## src/design/srtc_cfg.svh

```systemverilog
// Purpose: constants for the sensor row timing control block
// Assumes: AXI4-Lite, 32-bit data, byte address = 4 * register index
// Notes: definitions only
`ifndef SRTC_CFG_SVH
`define SRTC_CFG_SVH
// register indexes
`define SRTC_IDX_ROW 6'h0A
`define SRTC_IDX_EXTRA 6'h0B
`define SRTC_IDX_SHUT 6'h0C
`define SRTC_IDX_RESTART 6'h0D
`define SRTC_IDX_LAYOUT 6'h10
`define SRTC_IDX_STATUS 6'h11
// reset values
`define SRTC_RST_ROW 16'h0011
`define SRTC_RST_EXTRA 16'h0000
`define SRTC_RST_SHUT 16'h0000
`define SRTC_RST_RESTART 16'h0000
`define SRTC_RST_LAYOUT 32'h0000_0040
// row speed fields
`define SRTC_SPD_LSB 0
`define SRTC_EDGE_LSB 4
`define SRTC_INV_BIT 8
// layout fields
`define SRTC_ONE_ADC_BIT 24
`define SRTC_SHORT_INT_BIT 25
// base vertical blanking in pixel clocks, before extra delay
`define SRTC_VBLANK_BASE 16'h0004
// axi responses
`define SRTC_RESP_OKAY 2'h0
`define SRTC_RESP_SLVERR 2'h2
`endif

```

## src/design/srtc_pkg.sv

```systemverilog
// Purpose: types of the sensor row timing control block
// Assumes: constants live in srtc_cfg.svh
// Notes: state structs for the idiom of one comb and one ff process
`default_nettype none
package srtc_pkg;
  typedef enum logic [0:0] {SRTC_BLANK, SRTC_ACTIVE} srtc_fsm_t;

  typedef struct packed {
    logic [4:0] cnt;
    logic tick;
    logic level;
  } srtc_div_st_t;

  typedef struct packed {
    logic awready;
    logic wready;
    logic aw_held;
    logic [5:0] aw_idx;
    logic w_held;
    logic [31:0] wdata;
    logic [3:0] wstrb;
    logic bvalid;
    logic [1:0] bresp;
    logic arready;
    logic rvalid;
    logic [31:0] rdata;
    logic [1:0] rresp;
    logic [15:0] row;
    logic [15:0] extra;
    logic [15:0] shut;
    logic [15:0] restart;
    logic [31:0] layout;
    logic [15:0] row_s;
    logic [15:0] extra_s;
    logic [15:0] shut_s;
    srtc_fsm_t fsm;
    logic [15:0] cnt;
    logic [15:0] sh_cnt;
    logic sh_run;
    logic fv;
    logic lv;
    logic pix_reset;
    logic bad_frame;
    logic no_image;
    logic [15:0] dly;
    logic strobe;
  } srtc_st_t;
endpackage
`default_nettype wire

```

## src/design/srtc_div.sv

```systemverilog
// Purpose: divides the master clock into the pixel clock
// Assumes: period is 1..14 master clocks, compared live on every cycle
// Notes: a period of 1 leaves the level high and ticks every cycle
`default_nettype none
module srtc_div (
  input wire logic aclk, // master clock
  input wire logic aresetn, // sync reset, active low
  input wire logic [4:0] period, // pixel clock period in master clocks
  output logic tick, // one-cycle pulse at each pixel period start
  output logic level // pixel clock level, high in first half
);
  import srtc_pkg::*;

  srtc_div_st_t q;
  srtc_div_st_t next_q;
  logic [4:0] half;

  // ************************************************************
  // counter and level
  // ************************************************************
  always_comb begin
    next_q = q;
    half = (period + 5'h01) >> 1;
    next_q.tick = 1'b0;
    if (q.cnt >= period - 5'h01) begin // see [RULE1]
      next_q.cnt = 5'h00;
      next_q.tick = 1'b1;
    end else begin
      next_q.cnt = q.cnt + 5'h01;
    end
    next_q.level = (next_q.cnt < half);
  end

  always_ff @(posedge aclk) begin
    if (!aresetn) begin
      q <= '0;
    end else begin
      q <= next_q;
    end
  end

  assign tick = q.tick;
  assign level = q.level;

  // ticks at period 2 are spaced by exactly two master clocks; a period that changes
  // right after a tick sets the next gap itself, so it stays out of the antecedent
  chk_div_spacing: assert property (@(posedge aclk) disable iff (!aresetn) // see [RULE1]
    ((q.tick && period == 5'h02 && $stable(period)) ##1 period == 5'h02) |-> !q.tick ##1 q.tick)
    else $error("pixel tick spacing wrong");
endmodule
`default_nettype wire

```

## src/design/srtc_top.sv

```systemverilog
// Purpose: sensor core readout timing with registers over AXI4-Lite
// Assumes: one clock aclk at 250 MHz, sync active-low reset
// Notes: a frame is one active row followed by vertical blanking
// Functional notes
// [RULE1] pixel period is N masters with two converters, 2N with one
// [RULE2] speed zero acts as one and reads back as one
// [RULE3] vertical blanking grows by extra-delay pixel clock periods
// [RULE4] extra-delay change corrupts a frame only under short integration
// [RULE5] shutter delay spaces row sampling end from pixel reset start
// [RULE6] shutter delay beyond row time yields no valid image
// [RULE7] field 7:4 delays the pixel clock edge against frame and line valid
// [RULE8] host keeps reserved bit 3 of row speed at default
// [RULE9] inversion bit selects rising or falling delayed edge
// [RULE10] speed, extra and shutter settings take effect at frame start
//
// Implementation choice: the AXI4-Lite interface to the registers.
`default_nettype none
`include "srtc_cfg.svh"
module srtc_top (
  input wire logic aclk, // master clock
  input wire logic aresetn, // sync reset, active low
  input wire logic [7:0] s_axi_awaddr, // write address
  input wire logic s_axi_awvalid, // write address valid
  output logic s_axi_awready, // write address ready
  input wire logic [31:0] s_axi_wdata, // write data
  input wire logic [3:0] s_axi_wstrb, // byte enables
  input wire logic s_axi_wvalid, // write data valid
  output logic s_axi_wready, // write data ready
  output logic [1:0] s_axi_bresp, // write response
  output logic s_axi_bvalid, // write response valid
  input wire logic s_axi_bready, // write response ready
  input wire logic [7:0] s_axi_araddr, // read address
  input wire logic s_axi_arvalid, // read address valid
  output logic s_axi_arready, // read address ready
  output logic [31:0] s_axi_rdata, // read data
  output logic [1:0] s_axi_rresp, // read response
  output logic s_axi_rvalid, // read data valid
  input wire logic s_axi_rready, // read data ready
  output logic pixel_strobe_out, // delayed pixel clock
  output logic frame_valid_out, // frame valid
  output logic line_valid_out, // line valid
  output logic pixel_reset_out // one-cycle pulse starting a row reset
);
  import srtc_pkg::*;

  srtc_st_t q;
  srtc_st_t next_q;
  logic tick;
  logic level;
  logic [4:0] period;
  logic [15:0] row_len;
  logic [15:0] blank_len;
  logic [15:0] wmask;
  logic do_write;
  logic [31:0] rd_val;
  logic rd_ok;

  // ************************************************************
  // pixel clock divider
  // ************************************************************
  // shadowed speed but live converter bit, so a layout write can change the period mid-frame
  assign period = q.layout[`SRTC_ONE_ADC_BIT] ? {1'b0, q.row_s[2:0], 1'b0}
                                             : {2'b00, q.row_s[2:0]}; // see [RULE1] [RULE10]

  srtc_div u_div (
    .aclk(aclk),
    .aresetn(aresetn),
    .period(period),
    .tick(tick),
    .level(level)
  );

  // ************************************************************
  // timing helpers
  // ************************************************************
  assign row_len = (q.layout[15:0] == 16'h0000) ? 16'h0001 : q.layout[15:0];
  assign blank_len = `SRTC_VBLANK_BASE + q.extra_s; // see [RULE3]
  assign wmask = {{8{q.wstrb[1]}}, {8{q.wstrb[0]}}};
  assign do_write = q.aw_held && q.w_held && !q.bvalid;

  // read mux; unmapped addresses answer slave error
  always_comb begin
    rd_val = 32'h0000_0000;
    rd_ok = 1'b1;
    case (s_axi_araddr[7:2])
      `SRTC_IDX_ROW: rd_val = {16'h0000, q.row};
      `SRTC_IDX_EXTRA: rd_val = {16'h0000, q.extra};
      `SRTC_IDX_SHUT: rd_val = {16'h0000, q.shut};
      `SRTC_IDX_RESTART: rd_val = {16'h0000, q.restart};
      `SRTC_IDX_LAYOUT: rd_val = q.layout;
      `SRTC_IDX_STATUS: rd_val = {29'h0000_0000, q.fv, q.no_image, q.bad_frame};
      default: rd_ok = 1'b0;
    endcase
  end

  // ************************************************************
  // next state
  // ************************************************************
  always_comb begin
    next_q = q;
    next_q.pix_reset = 1'b0;
    // write channel: address and data taken in either order
    if (s_axi_awvalid && q.awready) begin
      next_q.aw_held = 1'b1;
      next_q.aw_idx = s_axi_awaddr[7:2];
    end
    if (s_axi_wvalid && q.wready) begin
      next_q.w_held = 1'b1;
      next_q.wdata = s_axi_wdata;
      next_q.wstrb = s_axi_wstrb;
    end
    if (do_write) begin
      next_q.aw_held = 1'b0;
      next_q.w_held = 1'b0;
      next_q.bvalid = 1'b1;
      next_q.bresp = `SRTC_RESP_OKAY;
      case (q.aw_idx)
        `SRTC_IDX_ROW: begin
          // reserved bits are stored as written; host keeps them, see [RULE8]
          next_q.row = (q.row & ~wmask) | (q.wdata[15:0] & wmask);
          if (next_q.row[2:0] == 3'h0) begin
            next_q.row[2:0] = 3'h1; // see [RULE2]
          end
        end
        `SRTC_IDX_EXTRA: next_q.extra = (q.extra & ~wmask) | (q.wdata[15:0] & wmask);
        `SRTC_IDX_SHUT: next_q.shut = (q.shut & ~wmask) | (q.wdata[15:0] & wmask);
        `SRTC_IDX_RESTART: next_q.restart = (q.restart & ~wmask) | (q.wdata[15:0] & wmask);
        `SRTC_IDX_LAYOUT: begin
          for (int b = 0; b < 4; b++) begin
            if (q.wstrb[b]) begin
              next_q.layout[8*b +: 8] = q.wdata[8*b +: 8];
            end
          end
        end
        `SRTC_IDX_STATUS: begin
          if (q.wstrb[0] && q.wdata[0]) begin
            next_q.bad_frame = 1'b0;
          end
        end
        default: next_q.bresp = `SRTC_RESP_SLVERR;
      endcase
    end
    if (q.bvalid && s_axi_bready) begin
      next_q.bvalid = 1'b0;
    end
    next_q.awready = !next_q.aw_held;
    next_q.wready = !next_q.w_held;
    // read channel: one read outstanding, address taken only while idle
    if (s_axi_arvalid && q.arready) begin
      next_q.rvalid = 1'b1;
      next_q.rdata = rd_val;
      next_q.rresp = rd_ok ? `SRTC_RESP_OKAY : `SRTC_RESP_SLVERR;
    end else if (q.rvalid && s_axi_rready) begin
      next_q.rvalid = 1'b0;
    end
    next_q.arready = !next_q.rvalid;
    // frame sequencer, advanced once per pixel clock
    if (tick) begin
      next_q.cnt = q.cnt + 16'h0001;
      case (q.fsm)
        SRTC_ACTIVE: begin
          if (q.cnt >= row_len - 16'h0001) begin
            next_q.fsm = SRTC_BLANK;
            next_q.cnt = 16'h0000;
            next_q.fv = 1'b0;
            next_q.lv = 1'b0;
            // row sampling ends here; start the shutter wait, see [RULE5]
            next_q.sh_cnt = {2'b00, q.shut_s[13:0]};
            next_q.sh_run = 1'b1;
          end
        end
        SRTC_BLANK: begin
          if (q.cnt >= blank_len - 16'h0001) begin // see [RULE3]
            next_q.fsm = SRTC_ACTIVE;
            next_q.cnt = 16'h0000;
            // frame start: take up pending settings, see [RULE10]
            next_q.row_s = q.row;
            next_q.extra_s = q.extra;
            next_q.shut_s = q.shut;
            // only short integration makes an extra-delay change spoil a frame
            if (q.extra != q.extra_s && q.layout[`SRTC_SHORT_INT_BIT]) begin
              next_q.bad_frame = 1'b1; // see [RULE4]
            end
            // judge the shutter being taken up, not the one it replaces, see [RULE6]
            next_q.fv = (q.shut[13:0] <= row_len[13:0]);
            next_q.lv = (q.shut[13:0] <= row_len[13:0]);
          end
        end
        default: begin
          next_q.fsm = SRTC_BLANK;
          next_q.cnt = 16'h0000;
        end
      endcase
      if (q.sh_run) begin
        if (q.sh_cnt == 16'h0000) begin
          next_q.sh_run = 1'b0;
          next_q.pix_reset = 1'b1; // see [RULE5]
        end else begin
          next_q.sh_cnt = q.sh_cnt - 16'h0001;
        end
      end
    end
    // shutter delay too long for the row: no image; follows the shadow in force
    // so that it agrees with frame valid unless a layout write changes the row length mid-frame, see [RULE6]
    next_q.no_image = (next_q.shut_s[13:0] > row_len[13:0]);
    // edge delay line in master clocks, then optional inversion
    next_q.dly = {q.dly[14:0], level};
    next_q.strobe = q.dly[q.row_s[7:4]] ^ q.row_s[`SRTC_INV_BIT]; // see [RULE7] [RULE9]
  end

  // ************************************************************
  // state register
  // ************************************************************
  always_ff @(posedge aclk) begin
    if (!aresetn) begin
      q <= '0;
      q.row <= `SRTC_RST_ROW;
      q.extra <= `SRTC_RST_EXTRA;
      q.shut <= `SRTC_RST_SHUT;
      q.restart <= `SRTC_RST_RESTART;
      q.layout <= `SRTC_RST_LAYOUT;
      q.row_s <= `SRTC_RST_ROW;
      q.extra_s <= `SRTC_RST_EXTRA;
      q.shut_s <= `SRTC_RST_SHUT;
      q.fsm <= SRTC_BLANK;
    end else begin
      q <= next_q;
    end
  end

  assign s_axi_awready = q.awready;
  assign s_axi_wready = q.wready;
  assign s_axi_bvalid = q.bvalid;
  assign s_axi_bresp = q.bresp;
  assign s_axi_arready = q.arready;
  assign s_axi_rvalid = q.rvalid;
  assign s_axi_rdata = q.rdata;
  assign s_axi_rresp = q.rresp;
  assign pixel_strobe_out = q.strobe;
  assign frame_valid_out = q.fv;
  assign line_valid_out = q.lv;
  assign pixel_reset_out = q.pix_reset;

  // ************************************************************
  // checks
  // ************************************************************
  chk_speed_nonzero: assert property (@(posedge aclk) disable iff (!aresetn) // see [RULE2]
    q.row[2:0] != 3'h0 && q.row_s[2:0] != 3'h0)
    else $error("pixel speed field holds zero");
  chk_period_mode: assert property (@(posedge aclk) disable iff (!aresetn) // see [RULE1]
    period == (q.layout[`SRTC_ONE_ADC_BIT] ? 5'(2 * q.row_s[2:0]) : 5'(q.row_s[2:0])))
    else $error("pixel period does not match mode");
  chk_shadow_hold: assert property (@(posedge aclk) disable iff (!aresetn) // see [RULE10]
    (q.fsm == SRTC_ACTIVE && $past(q.fsm) == SRTC_ACTIVE) |-> $stable(q.row_s) && $stable(q.shut_s))
    else $error("settings changed mid-frame");
  chk_blank_len: assert property (@(posedge aclk) disable iff (!aresetn) // see [RULE3]
    q.fsm == SRTC_BLANK |-> q.cnt < blank_len)
    else $error("blanking ran past base plus extra");
  chk_bad_cause: assert property (@(posedge aclk) disable iff (!aresetn) // see [RULE4]
    $rose(q.bad_frame) |-> $past(q.layout[`SRTC_SHORT_INT_BIT]))
    else $error("bad frame without short integration");
  chk_reset_after: assert property (@(posedge aclk) disable iff (!aresetn) // see [RULE5]
    q.pix_reset |-> $past(q.sh_run) && $past(q.sh_cnt) == 16'h0000 && $past(tick))
    else $error("pixel reset not at end of shutter wait");
  chk_no_image: assert property (@(posedge aclk) disable iff (!aresetn) // see [RULE6]
    (q.no_image && q.fsm == SRTC_ACTIVE && $past(q.fsm) == SRTC_BLANK) |-> !q.fv)
    else $error("frame valid raised with no image");
  chk_strobe_tap: assert property (@(posedge aclk) disable iff (!aresetn) // see [RULE7] [RULE9]
    q.strobe == ($past(q.dly[q.row_s[7:4]]) ^ $past(q.row_s[`SRTC_INV_BIT])))
    else $error("strobe not from selected delay tap");
endmodule
`default_nettype wire

```

## config.mk

```make
export PLATFORM = sky130hd
export DESIGN_NAME = srtc_top
export DESIGN_NICKNAME = d
export VERILOG_FILES = /design/src/design/srtc_pkg.sv /design/src/design/srtc_div.sv /design/src/design/srtc_top.sv
export VERILOG_INCLUDE_DIRS = /design/src /design/src/design
export SDC_FILE = /design/constraint.sdc
export NUM_CORES = 1
export LEC_CHECK = 0
export BUFFER_PORTS_ARGS = -buffer_cell sky130_fd_sc_hd__buf_2
export CORE_ASPECT_RATIO = 0.5
export CORE_MARGIN = 5
export CORE_UTILIZATION = 35
export DETAILED_ROUTE_END_ITERATION = 6
export SLEW_MARGIN = 5
export SYNTH_ARGS = -nofsm -noshare
export SYNTH_HDL_FRONTEND = slang
export SYNTH_HIERARCHICAL = 1
export SYNTH_SLANG_ARGS = --single-unit
```

## constraint.sdc

```tcl
create_clock -name aclk -period 4.7 [get_ports aclk]
set_clock_uncertainty 0.05 [all_clocks]
set_input_delay 0.94 -clock aclk [delete_from_list [all_inputs] [get_ports aclk]]
set_output_delay 0.94 -clock aclk [all_outputs]
set_load 0.01 [all_outputs]
```

# After elaboration in Yosys (flattened, before gate mapping)
# Cells that the tools add are included.
[totals]
regBits = 283
input_bits = 59
output_inout_bits = 45
wordCells = 147
[classes]
addsub = 8
order_cmp = 7
eq_ne = 15
muxes = 36
bitwise = 13
n_reduce_logical = 30
[op_table]
columns = ["op", "n"]
rows = [
  ["$pmux 32 s6", 1],
  ["$and 16x16->16", 5],
  ["$or 16x16->16", 4],
  ["$mux 52", 1],
  ["$eq 6x4->1 const B", 8],
  ["$sub 16x1->16 const B", 3],
  ["$mux 37", 1],
  ["$mux 36", 1],
  ["$mux 17", 2],
  ["$pmux 17 s2", 1],
  ["$ge 16x16->1", 2],
  ["$logic_not 16->1", 2],
  ["$mux 16", 2],
  ["$mux 31", 1],
  ["$eq 6x5->1 const B", 4],
  ["$reduce_and 3->1", 7],
  ["$add 16x1->16 const B", 1],
  ["$add 3x16->16 const A", 1],
  ["$mux 1", 16],
  ["$ne 16x16->1", 1],
  ["$not 16->16", 1],
  ["$gt 14x14->1", 1],
  ["$le 14x14->1", 1],
  ["$mux 14", 1],
  ["23 further kinds", 41],
]

# Logic depth before layout (Yosys ltp)
[logic_depth]
word_depth = 10
depth_mapped = 21
mapped_depth_nobuf = 20

# Modules after synthesis
# The synthesis kept the hierarchy.
[modules_own_cells]
columns = ["mod", "instances", "cells_each", "area_per_inst_um2", "seq_area_each_um2"]
rows = [
  ["srtc_top", 1, 1471, 13681.9, 5445.2],
  ["srtc_div", 1, 62, 549.3, 140.1],
]

# Worst setup path after synthesis
# No wires, ideal clock.
[synth_timing]
path_type = "reg-to-reg"
start = "register q[72] (netlist name)"
end = "register q[17] (netlist name)"
setup_ps = 120
t_arrival_ps = 4190
required_time_ps = 4530
slack_ps = 340
path_stages_with_launch = 22
path_buffers = 1
period_less_slack_ps = 4360
path_cell_list = "dfxtp_1 -> inv_1 -> ha_1 -> nor3_1 -> nand2_1 -> nor2_1 -> nand2_1 -> xor2_1 -> ha_1 -> nand2_1 -> o21ai_0 -> nor3_1 -> a2111oi_4 -> buf_2 -> mux2_2 -> ha_1 -> a21o_1 -> a21oi_1 -> o221ai_1 -> a21o_1 -> a211oi_1 -> nor2_1"
[synth_lines]
columns = ["element", "line", "rtl"]
rows = [
  ["start: declaration", "srtc_top.sv:46", "srtc_st_t q;"],
  ["start signal: assignment", "srtc_top.sv:227", "q <= next_q;"],
]

==> flow_summary.toml <==
[synthesis]
syn-instance-count = 1533
synth_seq_cells = 279
ys_types = 81
synth-main-ff-cell = "dfxtp_1"
ys_warn_count = 6
avgSynthCellArea_um2 = 9.28
synth.yosys.seq_area_share_pct = 39.2
synth_top_area_share_pct = 39.2
async_flop_share_pct = 0
synth_top_area_cell = "dfxtp_1"
synth_most_common_cell = "dfxtp_1"
synthTopCellsByArea = "dfxtp_1, mux2i_1, ha_1"
synth_common_cells = "dfxtp_1, nand2_1, nor2b_1"
synth_area_um2 = 14200
synth_edf_count = 0

[die]
die_w_um = 295
die_area_um2 = 45000
core_um2 = 40300
start_util_pct = 35.3
io_pins = 104
rows = 52
fp.dieH_um = 153

[worst_setup_path]
cp_cell_sequence = "inv_1 -> ha_1 -> nor3_2 -> nand2_1 -> nor2_1 -> nand2_1 -> xor2_1 -> ha_1 -> nand2_1 -> o21ai_1 -> nor3_1 -> a2111oi_4 -> buf_6 -> buf_4 -> mux2_2 -> ha_1 -> a21oi_1 -> o221ai_1 -> a21o_1 -> a211oi_1 -> nor2_1"
r2r-end = "q[17]"
r2r_cells = 21
startpoint = "q[72]"
r2r_slack_ns = 0.33
crit_path_end_kind = "flop"
r2r-start = "q[72]"
critPathMaxFanout = 6
crit_arrival_ns = 4.77
crit_type = "flop to flop"
critPathMaxStageDelay_ns = 0.39
cp.required_ns = 5.10
crit_slowest_cell = "a2111oi_4"
worstSetupStartpointType = "flop"

[power]
seq_power_share_pct = 48.0
p_leak_nw = 6.47
pwr-share-comb_pct = 4.5
ir_drop_mv = 0.260
p_per_area_nw_per_um2 = 316
p_int_mw = 3.88
switchingPower_mw = 1.18
pwr-share-clk_pct = 47.5
switching_share_pct = 23.4

[cts]
clock-sinks = 279
clk_latency_ns = 0.57
root_buffer = "clkbuf_16"
cts-buffers-inserted = 29
cts_tree = "built"
cts_setup_buffers = 0
cts.htree.levels = 1
clkTransAtPathRegs_ns = 0.07
clock_path_buffers = 3

[timing]
period_share_pct = 93.0
setup_viol = 0
hold_viol = 0
final_max_slew_viol_count = 0
tightest_slew_ns = 1.18
slew_headroom_pct = 21.0
hold_ws_ns = 0.387
period_needed_ns = 4.37
rsz0062_at_grt = "no"
fmax_ghz = 0.229
tns_ns = 0

[grt]
gr-usage-all-layers_pct = 16.0
antenna_found_initial = 0
grt_pass1_wl_mm = 59.2
grt_overflow = 0
grt_max_degree = 119
grt_pass1_vias = 10400

[route]
routed_wl_mm = 37.1
drtIter0Drc = 636
firstDrtPassIters = 5
vias = 10800
wl_per_cell_um = 17.4
ant_nets = 0
via_per_inst = 5.09
drc_errors = 0

[min_path]
hold_path.startpoint = "u_div/level"
whs_path_depth = 1
whs_endpoint = "next_q[2]"
hold_class = "flop to flop"

[cells_and_area]
layout-drive-gt1-share_pct = 14.0
area_growth_pct = 12.5
fillers = 3984
final_nets = 1702
insertedDiodeCount = 0
finalInstanceArea_um2 = 16000

[run]
drv_cap = 0

[placed_design]
dp_hpwl_mm = 26.6
routabilityCongestion = 0.844
place_area_um2 = 15000
port_buffers = 97

[run_status]
status = "completed"
-- worst max-delay path by stage --
| stage | cells after the start | endpoint | slack, ns |
|---|---|---|---|
| 2_1_floorplan | 21 | q[17] | 0.34 |
| 3_3_place_gp | 21 | q[17] | 0.09 |
| 3_5_place_dp | 21 | q[17] | 0.1 |
| 4_1_cts | 21 | q[17] | 0.07 |
| 5_1_grt | 21 | q[17] | 0.009 |
| 6_report | 21 | q[17] | 0.33 |
-- worst max-delay path: cells and delay by family, from the launching register on --
| family | cells | cell delay, ns |
|---|---|---|
| buf+inv | 3 | 0.47 |
| flops | 1 | 0.38 |
| fa+ha+maj | 3 | 0.85 |
| mux | 1 | 0.36 |
| compound gates | 6 | 1.24 |
| simple gates | 7 | 0.77 |
| xor+xnor | 1 | 0.14 |
-- stage by stage --
stage          setup slack (ns)  std cells  total power, mW  util [%]
2_1_floorplan             0.340       1536             2.63         -
3_3_place_gp             0.0929       2076             2.71      37.2
3_5_place_dp             0.0957       2076             2.71      37.2
4_1_cts                  0.0749       2129             5.12      39.7
5_1_grt                 0.00876       2129             5.25      39.8
6_report                  0.328       2129             5.06      39.8
-- kinds of logic after synthesis --
group           Yosys count  synth area share (%)
simple gates            557                  20.3
other cells               1                0.0264
mux                     139                  10.4
xor+xnor                 65                  4.05
compound gates          261                  14.1
fa+ha+maj                76                  6.68
flops                   279                  39.2
buf+inv                 155                  5.22
-- final cells by class --
type / instances / area [um^2] / share of cell area (%)
Multi-Input combinational cell: 1102 / 7930 / 49.5
Sequential cell: 279 / 5590 / 34.9
Clock buffer: 39 / 853 / 5.33
Timing Repair Buffer: 120 / 681 / 4.25
Tap cell: 540 / 676 / 4.22
Clock inverter: 14 / 154 / 0.961
Inverter: 35 / 131 / 0.820
-- per-layer routing --
layer | vias up | share of wire, % | wire, um | track usage, %
met2 | 186 | 45 | 16700 | 25.8
met4 | 0 | 1.9 | 697 | 3.11
li1 | 5448 | - | - | -
met3 | 52 | 4.5 | 1670 | 3.00
met1 | 5141 | 49 | 18000 | 22.5
met5 | - | 0 | 0 | 0
-- power by group through the flow --
stage               sequential, mW  clock, mW  combinational [mW]
finish                        2.43       2.40               0.227
global route                  2.44       2.56               0.254
CTS                           2.43       2.46               0.230
detailed placement            2.49          0               0.229
global placement              2.49          0               0.228
floorplan                     2.47          0               0.159
-- cell usage in the layout (no fill, tap or decap), types with 28 or more instances in the layout --
cell type / netlist / routed
a21boi_0: 71 / 71
and2_1: 33 / 33
buf_2: 13 / 96
clkbuf_16: 0 / 29
dfxtp_1: 279 / 276
ha_1: 76 / 76
inv_1: 34 / 34
mux2i_1: 115 / 115
nand2_1: 154 / 154
nand3_1: 66 / 66
nor2_1: 64 / 64
nor2b_1: 132 / 132
o21ai_0: 29 / 28
xor2_1: 41 / 41
-- what timing repair did --
action / in CTS / in global routing
resized for setup: 0 / 8
endpoints found under the setup margin: 0 / 3
hold buffers: 0 / 0
(Power assumes the default switching activity.)
